File: src/hdl/bcgc_defines.svh
`ifndef BCGC_DEFINES_SVH
`define BCGC_DEFINES_SVH
// clock and time base
`define BCGC_CLK_NS     5
`define BCGC_MS_NS      1000000
`define BCGC_MS_LAST    10'h3E7
`define BCGC_ALARM_MS   10'h3E8
// register word addresses
`define BCGC_A_CMD      4'h0
`define BCGC_A_TIME     4'h1
`define BCGC_A_CFG      4'h2
`define BCGC_A_CFT      4'h3
`define BCGC_A_MINIMUM_TRIP_DURATION     4'h4
`define BCGC_A_GRP      4'h5
`define BCGC_A_PWLO     4'h6
`define BCGC_A_PWHI     4'h7
`define BCGC_A_PW1LO    4'h8
`define BCGC_A_PW1HI    4'h9
`define BCGC_A_PW2LO    4'hA
`define BCGC_A_PW2HI    4'hB
`define BCGC_A_STAT     4'hC
// field positions
`define BCGC_F_OP       3:0
`define BCGC_F_A        6:4
`define BCGC_F_B        10:8
`define BCGC_F_SEP      31:24
`define BCGC_F_HMS      20:0
`define BCGC_F_INV      0
`define BCGC_F_DEMAND_RESET_ON_GROUP_CHANGE     1
`define BCGC_F_ASSIGN   13:8
`define BCGC_F_MS       15:0
`define BCGC_F_PWHI     15:0
// value limits and reset values
`define BCGC_HOUR_LAST  5'h17
`define BCGC_MIN_LAST   6'h3B
`define BCGC_CH_NONE    8'h00
`define BCGC_CH_MIN     8'h21
`define BCGC_CH_MAX     8'h7E
`define BCGC_CH_COLON   8'h3A
`define BCGC_CH_SEMI    8'h3B
`define BCGC_CH_SPACE   8'h20
`define BCGC_CH_COMMA   8'h2C
`define BCGC_CH_SLASH   8'h2F
`define BCGC_PW_CHARS   6
`define BCGC_GRP_MIN    3'h1
`define BCGC_GRP_MAX    3'h6
`define BCGC_LVL1       2'h1
`define BCGC_LVL2       2'h2
`define BCGC_CFT_RST    16'h0064
`define BCGC_MINIMUM_TRIP_DURATION_RST   16'h0064
`endif

File: src/hdl/bcgc_pkg.sv
package bcgc_pkg;
	typedef enum logic [3:0] {
		ST_IDLE    = 4'h1,
		ST_ASK1    = 4'h2,
		ST_ASK2    = 4'h4,
		ST_CLOSING = 4'h8
	} bcgc_state_type;
	typedef enum logic [3:0] {
		OP_TRIG = 4'h1, OP_ACCESS = 4'h2, OP_CLOSE = 4'h3, OP_OPEN = 4'h4,
		OP_YES = 4'h5, OP_NO = 4'h6, OP_COPY = 4'h7, OP_GSET = 4'h8,
		OP_GQRY = 4'h9, OP_PWSET = 4'hA, OP_PWLST = 4'hB
	} bcgc_op_type;
	typedef enum logic [3:0] {
		RP_NONE = 4'h0, RP_TIME = 4'h1, RP_TRIGGERED = 4'h2,
		RP_PROMPT1 = 4'h3, RP_PROMPT2 = 4'h4, RP_BRK_CLOSED = 4'h5,
		RP_BRK_OPEN = 4'h6, RP_ABORTED = 4'h7, RP_COPIED = 4'h8,
		RP_GROUP = 4'h9, RP_PW_SET = 4'hA, RP_PW_LIST = 4'hB,
		RP_ERROR = 4'hC, RP_GRANTED = 4'hD, RP_DENIED = 4'hE
	} bcgc_reply_type;
endpackage : bcgc_pkg

File: src/hdl/bcgc_top.sv
`timescale 1ns/1ps
`include "bcgc_defines.svh"

module bcgc_top #(
	parameter int MS_CYCLES = `BCGC_MS_NS / `BCGC_CLK_NS
) (
	input  wire logic        clk,
	input  wire logic        rstn,
	input  wire logic [3:0]  addr,
	input  wire logic [31:0] wdata,
	input  wire logic        wr_stb,
	input  wire logic        rd_stb,
	output logic      [31:0] rdata,
	input  wire logic        control_enable_jumper,
	input  wire logic        password_bypass_jumper,
	input  wire logic        breaker_aux_status_input,
	input  wire logic [5:0]  group_select_inputs,
	input  wire logic [7:0]  overcurrent_pickup_row,
	input  wire logic        target_reset_button,
	input  wire logic        irig_strobe,
	input  wire logic [16:0] irig_hms,
	output logic             close_out,
	output logic             trip_out,
	output logic             alarm_out,
	output logic             event_capture,
	output logic             event_summary,
	output logic             event_clear,
	output logic             copy_start,
	output logic      [2:0]  copy_src,
	output logic      [2:0]  copy_dst,
	output logic             demand_reset,
	output logic      [2:0]  active_group
);
	// ----------------------------------------------------------------
	// helpers
	// ----------------------------------------------------------------
	function automatic logic is_delim(input logic [7:0] c);
		return c == `BCGC_CH_COLON || c == `BCGC_CH_SEMI ||
			c == `BCGC_CH_SPACE || c == `BCGC_CH_COMMA ||
			c == `BCGC_CH_SLASH;
	endfunction : is_delim

	function automatic logic pw_valid(input logic [47:0] pw);
		logic       ok;
		logic [7:0] c;
		ok = 1'b1;
		for (int i = 0; i < `BCGC_PW_CHARS; i++) begin
			c = pw[i*8 +: 8];
			if (c != `BCGC_CH_NONE && (c < `BCGC_CH_MIN ||
				c > `BCGC_CH_MAX || is_delim(c)))
				ok = 1'b0;
		end
		return ok;
	endfunction : pw_valid

	function automatic logic time_ok(input logic [16:0] t);
		return t[16:12] <= `BCGC_HOUR_LAST &&
			t[11:6] <= `BCGC_MIN_LAST && t[5:0] <= `BCGC_MIN_LAST;
	endfunction : time_ok

	function automatic logic [16:0] time_inc(input logic [16:0] t);
		logic [4:0] h;
		logic [5:0] m;
		logic [5:0] s;
		{h, m, s} = t;
		if (s != `BCGC_MIN_LAST)
			s = s + 6'h01;
		else begin
			s = 6'h00;
			if (m != `BCGC_MIN_LAST)
				m = m + 6'h01;
			else begin
				m = 6'h00;
				h = (h == `BCGC_HOUR_LAST) ? 5'h00 : h + 5'h01;
			end
		end
		return {h, m, s};
	endfunction : time_inc

	function automatic logic grp_ok(input logic [2:0] g);
		return g >= `BCGC_GRP_MIN && g <= `BCGC_GRP_MAX;
	endfunction : grp_ok

	function automatic logic [15:0] ms_count(input logic [15:0] c,
		input logic tick);
		return (tick && c != 16'hFFFF) ? c + 16'h0001 : c;
	endfunction : ms_count

	// ----------------------------------------------------------------
	// pin synchronisers
	// ----------------------------------------------------------------
	logic [35:0] pin_raw;
	logic [35:0] sync1_r;
	logic [35:0] sync2_r;
	logic        ctl_en_s;
	logic        pw_byp_s;
	logic        aux_s;
	logic [5:0]  gsel_s;
	logic [7:0]  pickup_s;
	logic        tgt_rst_s;
	logic        irig_stb_s;
	logic [16:0] irig_hms_s;
	logic        irig_prev_r;

	assign pin_raw = {control_enable_jumper, password_bypass_jumper,
		breaker_aux_status_input, group_select_inputs,
		overcurrent_pickup_row, target_reset_button, irig_strobe,
		irig_hms};
	assign {ctl_en_s, pw_byp_s, aux_s, gsel_s, pickup_s, tgt_rst_s,
		irig_stb_s, irig_hms_s} = sync2_r;

	always_ff @(posedge clk or negedge rstn) begin
		if (!rstn) begin
			sync1_r     <= '0;
			sync2_r     <= '0;
			irig_prev_r <= 1'b0;
		end else begin
			sync1_r     <= pin_raw;
			sync2_r     <= sync1_r;
			irig_prev_r <= irig_stb_s;
		end
	end

	// ----------------------------------------------------------------
	// registers and decode
	// ----------------------------------------------------------------
	logic                     cfg_inv_r;
	logic                     cfg_demand_reset_on_group_change_r;
	logic [5:0]               cfg_assign_r;
	logic [15:0]              cft_r;
	logic [15:0]              minimum_trip_duration_r;
	logic [47:0]              pw_stage_r;
	logic [47:0]              pw1_r;
	logic [47:0]              pw2_r;
	logic [1:0]               lvl_r;
	logic [16:0]              tim_r;
	bcgc_pkg::bcgc_state_type st_r;
	bcgc_pkg::bcgc_state_type st_nxt;
	bcgc_pkg::bcgc_op_type    pend_r;
	bcgc_pkg::bcgc_reply_type reply_r;
	bcgc_pkg::bcgc_reply_type reply_nxt;
	logic [2:0]               a_r;
	logic [2:0]               b_r;
	logic [2:0]               gvar_r;
	logic [2:0]               act_r;
	logic                     close_r;
	logic                     trip_r;

	wire        cmd     = wr_stb && addr == `BCGC_A_CMD;
	wire        time_wr = wr_stb && addr == `BCGC_A_TIME;
	wire [2:0]  arg_a   = wdata[`BCGC_F_A];
	wire [2:0]  arg_b   = wdata[`BCGC_F_B];
	wire        brk_closed = aux_s ^ cfg_inv_r;
	wire        priv    = pw_byp_s || lvl_r == `BCGC_LVL2;
	wire [47:0] pw_sel  = (arg_a == 3'(`BCGC_LVL2)) ? pw2_r : pw1_r;
	wire        lvl_arg = arg_a == 3'(`BCGC_LVL1) ||
		arg_a == 3'(`BCGC_LVL2);
	wire [20:0] hms_wr  = wdata[`BCGC_F_HMS];
	wire [16:0] hms_pk  = {hms_wr[20:16], hms_wr[13:8], hms_wr[5:0]};
	// delimiters are checked once at the write, not per character
	wire        time_set = time_wr && is_delim(wdata[`BCGC_F_SEP]) &&
		time_ok(hms_pk);
	wire        irig_load = irig_stb_s && !irig_prev_r &&
		time_ok(irig_hms_s);
	wire        granted = pw_byp_s || pw_stage_r == pw_sel;
	bcgc_pkg::bcgc_op_type op;
	assign op = bcgc_pkg::bcgc_op_type'(wdata[`BCGC_F_OP]);

	always_ff @(posedge clk or negedge rstn) begin
		if (!rstn) begin
			cfg_inv_r    <= 1'b0;
			cfg_demand_reset_on_group_change_r   <= 1'b0;
			cfg_assign_r <= 6'h00;
			cft_r        <= `BCGC_CFT_RST;
			minimum_trip_duration_r       <= `BCGC_MINIMUM_TRIP_DURATION_RST;
			pw_stage_r   <= 48'h0;
		end else if (wr_stb) begin
			unique case (addr)
			`BCGC_A_CFG: begin
				cfg_inv_r    <= wdata[`BCGC_F_INV];
				cfg_demand_reset_on_group_change_r   <= wdata[`BCGC_F_DEMAND_RESET_ON_GROUP_CHANGE];
				cfg_assign_r <= wdata[`BCGC_F_ASSIGN];
			end
			`BCGC_A_CFT:  cft_r  <= wdata[`BCGC_F_MS];
			`BCGC_A_MINIMUM_TRIP_DURATION: minimum_trip_duration_r <= wdata[`BCGC_F_MS];
			`BCGC_A_PWLO: pw_stage_r[31:0] <= wdata;
			`BCGC_A_PWHI: pw_stage_r[47:32] <= wdata[`BCGC_F_PWHI];
			default: ;
			endcase
		end
	end

	// ----------------------------------------------------------------
	// time base and time of day
	// ----------------------------------------------------------------
	logic [31:0] ms_cnt_r;
	logic [9:0]  ms_in_s_r;
	wire         ms_tick  = ms_cnt_r == 32'(MS_CYCLES - 1);
	wire         sec_tick = ms_tick && ms_in_s_r == `BCGC_MS_LAST;

	always_ff @(posedge clk or negedge rstn) begin
		if (!rstn) begin
			ms_cnt_r  <= 32'h0;
			ms_in_s_r <= 10'h000;
			tim_r     <= 17'h0;
		end else begin
			ms_cnt_r <= ms_tick ? 32'h0 : ms_cnt_r + 32'h1;
			if (ms_tick)
				ms_in_s_r <= sec_tick ? 10'h000 : ms_in_s_r + 10'h001;
			if (time_set)
				tim_r <= hms_pk;
			else if (irig_load)
				tim_r <= irig_hms_s;
			else if (sec_tick)
				tim_r <= time_inc(tim_r);
		end
	end

	// ----------------------------------------------------------------
	// command interpreter
	// ----------------------------------------------------------------
	logic close_go;
	logic trip_go;
	logic copy_go;
	logic gvar_go;
	logic pw_go;
	logic acc_go;
	logic trig_go;
	logic lvl2_try;
	logic close_end;
	logic cft_done;

	always_comb begin
		st_nxt    = st_r;
		reply_nxt = reply_r;
		close_go  = 1'b0;
		trip_go   = 1'b0;
		copy_go   = 1'b0;
		gvar_go   = 1'b0;
		pw_go     = 1'b0;
		acc_go    = 1'b0;
		trig_go   = 1'b0;
		lvl2_try  = 1'b0;
		if (time_wr)
			reply_nxt = time_set ? bcgc_pkg::RP_TIME : bcgc_pkg::RP_ERROR;
		unique case (st_r)
		bcgc_pkg::ST_IDLE: if (cmd) begin
			reply_nxt = bcgc_pkg::RP_ERROR;
			unique case (op)
			bcgc_pkg::OP_TRIG: begin
				trig_go   = 1'b1;
				reply_nxt = bcgc_pkg::RP_TRIGGERED;
			end
			bcgc_pkg::OP_ACCESS: if (lvl_arg) begin
				acc_go    = granted;
				lvl2_try  = arg_a == 3'(`BCGC_LVL2);
				reply_nxt = granted ? bcgc_pkg::RP_GRANTED :
					bcgc_pkg::RP_DENIED;
			end
			bcgc_pkg::OP_CLOSE, bcgc_pkg::OP_OPEN: if (priv) begin
				st_nxt    = bcgc_pkg::ST_ASK1;
				reply_nxt = bcgc_pkg::RP_PROMPT1;
			end
			bcgc_pkg::OP_COPY:
				if (priv && grp_ok(arg_a) && grp_ok(arg_b)) begin
					st_nxt    = bcgc_pkg::ST_ASK2;
					reply_nxt = bcgc_pkg::RP_PROMPT2;
				end
			bcgc_pkg::OP_GSET: if (priv && grp_ok(arg_a)) begin
				st_nxt    = bcgc_pkg::ST_ASK2;
				reply_nxt = bcgc_pkg::RP_PROMPT2;
			end
			bcgc_pkg::OP_GQRY: reply_nxt = bcgc_pkg::RP_GROUP;
			bcgc_pkg::OP_PWSET:
				if (priv && lvl_arg && pw_valid(pw_stage_r)) begin
					pw_go     = 1'b1;
					reply_nxt = bcgc_pkg::RP_PW_SET;
				end
			bcgc_pkg::OP_PWLST: reply_nxt = bcgc_pkg::RP_PW_LIST;
			default: ;
			endcase
		end
		bcgc_pkg::ST_ASK1: if (cmd) begin
			if (op == bcgc_pkg::OP_YES) begin
				st_nxt    = bcgc_pkg::ST_ASK2;
				reply_nxt = bcgc_pkg::RP_PROMPT2;
			end else if (op == bcgc_pkg::OP_NO) begin
				st_nxt    = bcgc_pkg::ST_IDLE;
				reply_nxt = bcgc_pkg::RP_ABORTED;
			end else
				reply_nxt = bcgc_pkg::RP_ERROR;
		end
		bcgc_pkg::ST_ASK2: if (cmd) begin
			st_nxt    = bcgc_pkg::ST_IDLE;
			reply_nxt = bcgc_pkg::RP_ABORTED;
			if (op == bcgc_pkg::OP_YES) begin
				reply_nxt = brk_closed ? bcgc_pkg::RP_BRK_CLOSED :
					bcgc_pkg::RP_BRK_OPEN;
				unique case (pend_r)
				bcgc_pkg::OP_CLOSE:
					if (ctl_en_s && !brk_closed && !trip_r) begin
						close_go  = 1'b1;
						st_nxt    = bcgc_pkg::ST_CLOSING;
						reply_nxt = bcgc_pkg::RP_NONE;
					end
				bcgc_pkg::OP_OPEN: trip_go = ctl_en_s;
				bcgc_pkg::OP_COPY: begin
					copy_go   = 1'b1;
					reply_nxt = bcgc_pkg::RP_COPIED;
				end
				bcgc_pkg::OP_GSET: begin
					gvar_go   = 1'b1;
					reply_nxt = bcgc_pkg::RP_GROUP;
				end
				default: ;
				endcase
			end else if (op != bcgc_pkg::OP_NO) begin
				st_nxt    = bcgc_pkg::ST_ASK2;
				reply_nxt = bcgc_pkg::RP_ERROR;
			end
		end
		bcgc_pkg::ST_CLOSING: begin
			if (cmd)
				reply_nxt = bcgc_pkg::RP_ERROR;
			if (close_end) begin
				st_nxt    = bcgc_pkg::ST_IDLE;
				reply_nxt = brk_closed ? bcgc_pkg::RP_BRK_CLOSED :
					bcgc_pkg::RP_BRK_OPEN;
			end
		end
		default: st_nxt = bcgc_pkg::ST_IDLE;
		endcase
	end

	always_ff @(posedge clk or negedge rstn) begin
		if (!rstn) begin
			st_r    <= bcgc_pkg::ST_IDLE;
			reply_r <= bcgc_pkg::RP_NONE;
			pend_r  <= bcgc_pkg::OP_TRIG;
			a_r     <= `BCGC_GRP_MIN;
			b_r     <= `BCGC_GRP_MIN;
		end else begin
			st_r    <= st_nxt;
			reply_r <= reply_nxt;
			if (cmd && st_r == bcgc_pkg::ST_IDLE) begin
				pend_r <= op;
				a_r    <= arg_a;
				b_r    <= arg_b;
			end
		end
	end

	// ----------------------------------------------------------------
	// passwords and access level
	// ----------------------------------------------------------------
	always_ff @(posedge clk or negedge rstn) begin
		if (!rstn) begin
			pw1_r <= 48'h0;
			pw2_r <= 48'h0;
			lvl_r <= 2'h0;
		end else begin
			if (pw_go && arg_a == 3'(`BCGC_LVL2))
				pw2_r <= pw_stage_r;
			else if (pw_go)
				pw1_r <= pw_stage_r;
			if (acc_go)
				lvl_r <= arg_a[1:0];
		end
	end

	// ----------------------------------------------------------------
	// breaker close and trip
	// ----------------------------------------------------------------
	logic [15:0] cft_ms_r;
	logic [15:0] minimum_trip_duration_ms_r;
	// ms ticks run free, so one extra ms guarantees the minimum
	wire         min_done = minimum_trip_duration_ms_r > minimum_trip_duration_r ||
		minimum_trip_duration_ms_r == 16'hFFFF;
	wire         trip_rel = trip_r && min_done &&
		(~|pickup_s || tgt_rst_s);
	assign cft_done  = cft_ms_r >= cft_r;
	assign close_end = close_r && (brk_closed || cft_done);

	always_ff @(posedge clk or negedge rstn) begin
		if (!rstn) begin
			close_r   <= 1'b0;
			trip_r    <= 1'b0;
			cft_ms_r  <= 16'h0;
			minimum_trip_duration_ms_r <= 16'h0;
		end else begin
			close_r  <= close_go || (close_r && !close_end);
			cft_ms_r <= close_go ? 16'h0 : ms_count(cft_ms_r, ms_tick);
			// a fresh open wins over a release in the same cycle
			trip_r   <= trip_go || (trip_r && !trip_rel);
			minimum_trip_duration_ms_r <= (trip_go && !trip_r) ? 16'h0 :
				ms_count(minimum_trip_duration_ms_r, ms_tick);
		end
	end

	// ----------------------------------------------------------------
	// setting groups, alarm and event pulses
	// ----------------------------------------------------------------
	logic        alarm_r;
	logic [9:0]  alarm_ms_r;
	logic        ev_cap_r;
	logic        ev_sum_r;
	logic        ev_clr_r;
	logic        copy_r;
	logic        demand_r;
	logic [2:0]  copy_src_r;
	logic [2:0]  copy_dst_r;
	wire         gsel_on = |(gsel_s & cfg_assign_r);
	wire  [2:0]  act_nxt = gsel_on ? act_r : gvar_r;
	wire         act_chg = act_nxt != act_r;
	// every alarm source shares one timer, so a new one restarts it
	wire         alarm_req = lvl2_try || pw_go || act_chg ||
		(copy_go && b_r == act_r);
	wire  [9:0]  alarm_nxt = alarm_req ? `BCGC_ALARM_MS :
		(ms_tick && alarm_ms_r != 10'h0) ? alarm_ms_r - 10'h1 :
		alarm_ms_r;

	always_ff @(posedge clk or negedge rstn) begin
		if (!rstn) begin
			gvar_r     <= `BCGC_GRP_MIN;
			act_r      <= `BCGC_GRP_MIN;
			alarm_ms_r <= 10'h0;
			alarm_r    <= 1'b0;
			demand_r   <= 1'b0;
		end else begin
			if (gvar_go)
				gvar_r <= a_r;
			act_r      <= act_nxt;
			alarm_ms_r <= alarm_nxt;
			alarm_r    <= alarm_nxt != 10'h0;
			demand_r   <= act_chg && cfg_demand_reset_on_group_change_r;
		end
	end

	always_ff @(posedge clk or negedge rstn) begin
		if (!rstn) begin
			ev_cap_r   <= 1'b0;
			ev_sum_r   <= 1'b0;
			ev_clr_r   <= 1'b0;
			copy_r     <= 1'b0;
			copy_src_r <= `BCGC_GRP_MIN;
			copy_dst_r <= `BCGC_GRP_MIN;
		end else begin
			ev_cap_r <= trig_go;
			ev_sum_r <= ev_cap_r;
			ev_clr_r <= copy_go;
			copy_r   <= copy_go;
			if (copy_go) begin
				copy_src_r <= a_r;
				copy_dst_r <= b_r;
			end
		end
	end

	// ----------------------------------------------------------------
	// read port
	// ----------------------------------------------------------------
	logic [31:0] rd_mux;
	logic [31:0] rdata_r;

	always_comb begin
		rd_mux = 32'h0;
		unique case (addr)
		`BCGC_A_CMD:  rd_mux = {28'h0, reply_r};
		`BCGC_A_TIME: rd_mux = {11'h0, tim_r[16:12], 2'h0, tim_r[11:6],
			2'h0, tim_r[5:0]};
		`BCGC_A_CFG:  rd_mux = {18'h0, cfg_assign_r, 6'h0, cfg_demand_reset_on_group_change_r,
			cfg_inv_r};
		`BCGC_A_CFT:  rd_mux = {16'h0, cft_r};
		`BCGC_A_MINIMUM_TRIP_DURATION: rd_mux = {16'h0, minimum_trip_duration_r};
		`BCGC_A_GRP:  rd_mux = {25'h0, gvar_r, 1'b0, act_r};
		`BCGC_A_PW1LO: if (priv) rd_mux = pw1_r[31:0];
		`BCGC_A_PW1HI: if (priv) rd_mux = {16'h0, pw1_r[47:32]};
		`BCGC_A_PW2LO: if (priv) rd_mux = pw2_r[31:0];
		`BCGC_A_PW2HI: if (priv) rd_mux = {16'h0, pw2_r[47:32]};
		`BCGC_A_STAT: rd_mux = {20'h0, st_r, lvl_r, pw_byp_s, ctl_en_s,
			brk_closed, alarm_r, trip_r, close_r};
		default: ;
		endcase
	end

	always_ff @(posedge clk or negedge rstn) begin
		if (!rstn)
			rdata_r <= 32'h0;
		else
			rdata_r <= rd_stb ? rd_mux : 32'h0;
	end

	assign rdata         = rdata_r;
	assign close_out     = close_r;
	assign trip_out      = trip_r;
	assign alarm_out     = alarm_r;
	assign event_capture = ev_cap_r;
	assign event_summary = ev_sum_r;
	assign event_clear   = ev_clr_r;
	assign copy_start    = copy_r;
	assign copy_src      = copy_src_r;
	assign copy_dst      = copy_dst_r;
	assign demand_reset  = demand_r;
	assign active_group  = act_r;
endmodule : bcgc_top

File: config.mk
export PLATFORM = sky130hd
export DESIGN_NAME = bcgc_top
export DESIGN_NICKNAME = d
export VERILOG_FILES = /design/src/hdl/bcgc_pkg.sv /design/src/hdl/bcgc_top.sv
export VERILOG_INCLUDE_DIRS = /design/src /design/src/hdl
export SDC_FILE = /design/constraint.sdc
export NUM_CORES = 1
export LEC_CHECK = 0
export BUFFER_PORTS_ARGS = -buffer_cell sky130_fd_sc_hd__buf_2
export CORE_MARGIN = 10
export CORE_UTILIZATION = 52
export CTS_CLUSTER_SIZE = 14
export DETAILED_ROUTE_END_ITERATION = 16
export PLACE_DENSITY_LB_ADDON = 0.1
export SYNTH_ARGS = -nofsm -noshare
export SYNTH_HDL_FRONTEND = slang
export SYNTH_SLANG_ARGS = --single-unit
export TNS_END_PERCENT = 50
File: constraint.sdc
create_clock -name clk -period 2.54 [get_ports clk]
set_input_delay 0.508 -clock clk [delete_from_list [all_inputs] [get_ports clk]]
set_output_delay 0.508 -clock clk [all_outputs]
set_load 0.02 [all_outputs]
* Word level (Yosys, flattened, before mapping)
Cells that the tools add are included.
** Operators by class
- $add $sub $neg :: 8
- $lt $le $gt $ge :: 24
- Equal/unequal tests :: 92
- Muxes and demuxes :: 103
- Bitwise operators :: 3
- Reductions and logical operators :: 119
** Operators with widths (number)
- 32-bit case mux with 11 select lines :: 1
- 8-bit by 6-bit equality test with 1-bit output, second input constant :: 35
- 32-bit two-way mux :: 4
- 4-bit two-way mux :: 26
- 16-bit two-way mux :: 6
- 1-bit logical OR :: 51
- 17-bit two-way mux :: 3
- 48-bit equality test :: 1
- 8-bit by 7-bit > comparator with 1-bit output, second input constant :: 6
- 8-bit by 6-bit less-than comparator with 1-bit output, second input constant :: 6
- 48-bit two-way mux :: 1
- 8-bit nonzero test :: 6
- 4-bit by 3-bit equality test with 1-bit output, second input constant :: 11
- 4-bit equality test, second input constant :: 11
- 1-bit two-way mux :: 41
- 1-bit logical AND :: 38
- 16-bit by 1-bit adder with 16-bit output, second input constant :: 2
- 32-bit by 1-bit adder with 32-bit output, second input constant :: 1
- 32-bit by 18-bit equality test with 1-bit output, second input constant :: 1
- 16-bit inequality test, second input constant :: 2
- 4-bit case mux with 4 select lines :: 2
- 4-bit case mux with 8 select lines :: 1
- 10-bit two-way mux :: 3
- 4-bit by 2-bit equality test with 1-bit output, second input constant :: 6
- 43 further kinds :: 84
** Word-level totals
- Flip-flop bits (word level) :: 429
- Input port bits :: 76
- Logic and storage cells :: 387

* Depth between registers and ports, before layout
- Depth after elaboration :: 26
- Gate-level depth with buffers :: 11
- Depth with buffers taken out :: 10

* Worst setup path before layout
Ideal clock, no wire load.
- Kind :: input to register
- Start :: input wdata[6]
- End :: register lvl_r[0]
- Data arrival time :: 2653 ps
- Slack :: -240 ps
- Cell stages on the path :: 9
- Cells stage by stage :: buf_6 > or3b_1 > buf_6 > a2111oi_2 > o221ai_1 > a2111o_1 > o31ai_2 > nand3_1 > mux2_1
** On the way
- Cells in the longest elaborated chain, start to end :: 8
- Elaborated cells on any way between the ends :: 10
- Classes of those cells :: eq/ne: 3; mux: 5; reduce/logical: 2
** Ends and longest elaborated chain
- start: declaration :: line bcgc_top.sv:10 : input wire logic [31:0] wdata,
- 3-bit by 2-bit equality test with 1-bit output :: line bcgc_top.sv:155, bcgc_top.sv:157
- 48-bit two-way mux :: line bcgc_top.sv:155 : wire [47:0] pw_sel = (arg_a == 3'(`BCGC_LVL2)) ? pw2_r : pw1_r;
- 48-bit equality test :: line bcgc_top.sv:165 : wire granted = pw_byp_s || pw_stage_r == pw_sel;
- 1-bit logical OR :: line bcgc_top.sv:165
- 1-bit two-way mux * :: line bcgc_top.sv:254 : bcgc_pkg::OP_ACCESS: if (lvl_arg) begin
- 1-bit two-way mux * :: line bcgc_top.sv:249 : unique case (op)
- 1-bit two-way mux * :: line bcgc_top.sv:247 : bcgc_pkg::ST_IDLE: if (cmd) begin
- 1-bit two-way mux * :: line bcgc_top.sv:246 : unique case (st_r)
- end signal: assignment :: line bcgc_top.sv:367 : lvl_r <= arg_a[1:0];
- end: declaration :: line bcgc_top.sv:135 : logic [1:0] lvl_r;
Mark *: on every way between the ends. The rest lies on a longest branch, timed or not.
A chain may end at the register's enable or synchronous reset.

* Worst setup path in the final report
- Start :: register pw1_r[18]
- End :: register lvl_r[1]
** On the way
- Cells in the longest elaborated chain, start to end :: 7
** Ends and longest elaborated chain
- start: declaration :: line bcgc_top.sv:133 : logic [47:0] pw1_r;
- start signal: assignment :: line bcgc_top.sv:365 : pw1_r <= pw_stage_r;
- 48-bit two-way mux :: line bcgc_top.sv:155
- 48-bit equality test :: line bcgc_top.sv:165
- 1-bit logical OR :: line bcgc_top.sv:165
- 1-bit two-way mux :: line bcgc_top.sv:254
- 1-bit two-way mux :: line bcgc_top.sv:249
- 1-bit two-way mux :: line bcgc_top.sv:247
- 1-bit two-way mux :: line bcgc_top.sv:246
No other way between the ends.

==> impl_metrics.json <==
{
  "outcome": "finished, violations left",
  "violations": "negative setup slack",
  "ys_async_sr_fraction": 1.00,
  "cts.sinks": 429,
  "grt_antenna_before_repair": 3,
  "multi_input_area_um2": 10100,
  "fin_worst_skew_ns": 0.0156,
  "die_w_um": 222,
  "synth_top_area_frac": 0.492,
  "hp-start": "group_select_inputs[4]",
  "die_h_um": 222,
  "grt.overflow.total": 0,
  "cts.path.max_buffers": 3,
  "cp-start-kind": "register",
  "grt_util_met3": 0.0538,
  "layout_min_cycle_time_ns": 2.70,
  "cap_violations": 0,
  "dp_hpwl_um": 51500,
  "endpoint_kind": "register",
  "setup-violations-final": 85,
  "slew_viol_final": 0,
  "first_iter_violations": 1845,
  "clockRootBuffer": "clkbuf_16",
  "path_class": "reg2reg",
  "powerDensity_nw_per_um2": 744,
  "required_ns": 3.02,
  "worst_slack_ns": -0.165,
  "fp-row-count": 73,
  "gp_congestion": 0.967,
  "routed_wl_um": 70800,
  "nNetsFinal": 2585,
  "timing.slew.headroom": 0.546,
  "syn_inst": 2037,
  "p_seq_frac": 0.403,
  "clk_latency_ns": 0.60,
  "whs_endpoint": "sync1_r[31]",
  "hp-class": "in2reg",
  "fmax_mhz": 370,
  "grt_usage": 0.278,
  "firstDrtPassIters": 6,
  "regArea_um2": 10800,
  "p_sw_uw": 6010,
  "finish.utilization": 0.690,
  "r2r-start": "pw1_r[18]",
  "clkPwrFrac": 0.381,
  "num_vias": 17974,
  "tns_ns": -3.91,
  "clkTransAtPathRegs_ns": 0.06,
  "dpl_worst_slack_ns": -0.653,
  "power.static_leakage_uw": 0.0127,
  "htree_levels": 2,
  "drc": 0,
  "r2r-end": "lvl_r[1]",
  "total_power_uw": 20500,
  "vdd_drop_max_uv": 572,
  "drt-wirelength-per-cell_um": 23.4,
  "synth_top_area_cell": "dfrtp_1",
  "drive_gt1_frac": 0.329,
  "synth_fp_nets": 2153,
  "yosysMostFrequentCell": "dfrtp_1",
  "nFillCells": 3059,
  "post-route-period-util": 1.06,
  "finalHoldViolCount": 0,
  "ant_nets": 0,
  "grt_pass1_vias": 17992,
  "ys_seq_area_frac": 0.509,
  "dieArea_um2": 49100,
  "synth_area_leaders": "dfrtp_1 49%, mux2_2 7.8%, nand2_1 3.6%",
  "grt_max_degree": 87,
  "hold-worst-slack_ns": 0.0185,
  "regToRegSetupSlack_ns": -0.16,
  "ys_ff_latch": 429,
  "grt_first_pass_wirelength_um": 107000,
  "ff2ff_path_depth": 7,
  "syn_area_um2": 21100,
  "syn_avg_cell_area_um2": 10.4,
  "cts_made_buffers": 45,
  "ios": 125,
  "cts_tree": "yes",
  "rsz0062_at_grt": "yes",
  "core_region_area_um2": 39900,
  "yosysUniqueCellTypes": 79,
  "intPower_uw": 14500,
  "syn_to_final_growth_pct": 30.5,
  "io_buffers": 124,
  "use_met2": 0.436,
  "ys.flop_type": "dfrtp_1",
  "p_comb_frac": 0.216,
  "synth-edff-count": 0,
  "yosys-top-cells-count": "415 x dfrtp_1, 200 x nand2_1, 147 x mux2_2",
  "vias_per_cell": 5.93,
  "cp.arrival_ns": 3.19,
  "worst_slew_pin_slew_ns": 0.675,
  "cp_max_fo": 2,
  "swShare": 0.293,
  "hold_depth": 1,
  "start_util": 0.529,
  "busiest_layer": "met2",
  "yosys_warnings": 0,
  "grt.met1_usage": 0.374
}
placed cells by master, fill, tap and decap left out, types with 27 or more instances in the layout:
cell,n
nand4_1,43
dfrtp_1,411
clkbuf_16,52
inv_1,97
xor2_1,71
nand2_1,198
a21oi_1,55
a22oi_1,43
o22ai_1,27
xnor2_1,56
buf_2,123
o21ai_0,99
buf_4,310
mux2_2,143
nor2_1,139
ha_1,39
nand3_1,56
sequential cells by signal, indices dropped and copies added (netlist names), 4 cells and up:
signal and cells:
pw1_r 48, pw2_r 48, pw_stage_r 48, sync1_r 36, sync2_r 36, ms_cnt_r 32
rdata 32, tim_r 17, cft_ms_r 16, cft_r 16, minimum_trip_duration_ms_r 16, minimum_trip_duration_r 16
alarm_ms_r 10, ms_in_s_r 10, cfg_assign_r 6, pend_r 4, reply_r 4, st_r 4
cells by family (layout without fill, tap and decap cells):
logic type,after synthesis,after routing,share of synthesized area
AOI/OAI and AO/OA,407,407,0.133
and+or+nand+nor,644,644,0.149
buffers and inverters,212,681,0.0400
xor gates and xnor gates,131,131,0.0543
adders and majority gates,40,40,0.0237
DFF,429,429,0.509
other,0,1,0
muxes,174,174,0.0913
layer usage:
metal  part of all wire  vias up
li1                   -     8167
met1               0.43     8962
met2               0.46      688
met3              0.071      157
met4              0.038        0
met5                  0        -
worst max path at each step:
| stage | depth (start not counted) | endpoint | startpoint |
|---|---|---|---|
| 3_3_place_gp | 10 | lvl_r[0] | wdata[6] |
| 3_5_place_dp | 10 | lvl_r[0] | wdata[6] |
| 4_1_cts | 9 | reply_r[1] | pw1_r[18] |
| 2_1_floorplan | 10 | lvl_r[0] | wdata[6] |
| 6_report | 7 | lvl_r[1] | pw1_r[18] |
| 5_1_grt | 10 | minimum_trip_duration_ms_r[13] | ms_cnt_r[6] |
power groups by stage:
| stage | Sequential (uW) | Combinational, uW | Clock [uW] |
|---|---|---|---|
| after floorplan | 8030 | 2270 | 0 |
| after CTS | 8200 | 4260 | 7890 |
| after global placement | 8290 | 4010 | 0 |
| after global routing | 8320 | 4790 | 8170 |
| after detailed placement | 8310 | 4070 | 0 |
| final | 8250 | 4430 | 7810 |
per-stage QoR:
step / cells / area [um^2]
after floorplan: 2037 / 21200
after global placement: 2897 / 24700
after detailed placement: 2897 / 24700
after CTS: 3014 / 27100
after global routing: 3031 / 27600
final: 3032 / 27600
what timing repair did:
action                                  in CTS  in global routing
buffers inserted                            17                 12
hold buffers                                16                  0
gates resized for setup                     72                 62
cloned                                       2                  8
hold endpoints to repair                    57                  0
endpoints found under the setup margin     151                161
pin swaps                                   33                 30
critical path, stage by stage (launching register included):
cell       delay (ns)
dfrtp_1          0.41
xor2_2           0.21
or4_4            0.50
a2111oi_4        0.36
nand4_1          0.25
o31ai_4          0.39
nand3_2          0.16
mux2_4           0.31
layout make-up:
type,count,share of cell area
inverters,99,0.0135
well taps,525,0.0238
clock inverters,22,0.0177
clock buffers,62,0.0461
diodes,1,0.0000908
repair buffers,498,0.143
flip-flops and latches,429,0.390
multi-input cells,1396,0.366
No activity file was read; power rests on OpenSTA's default activity.
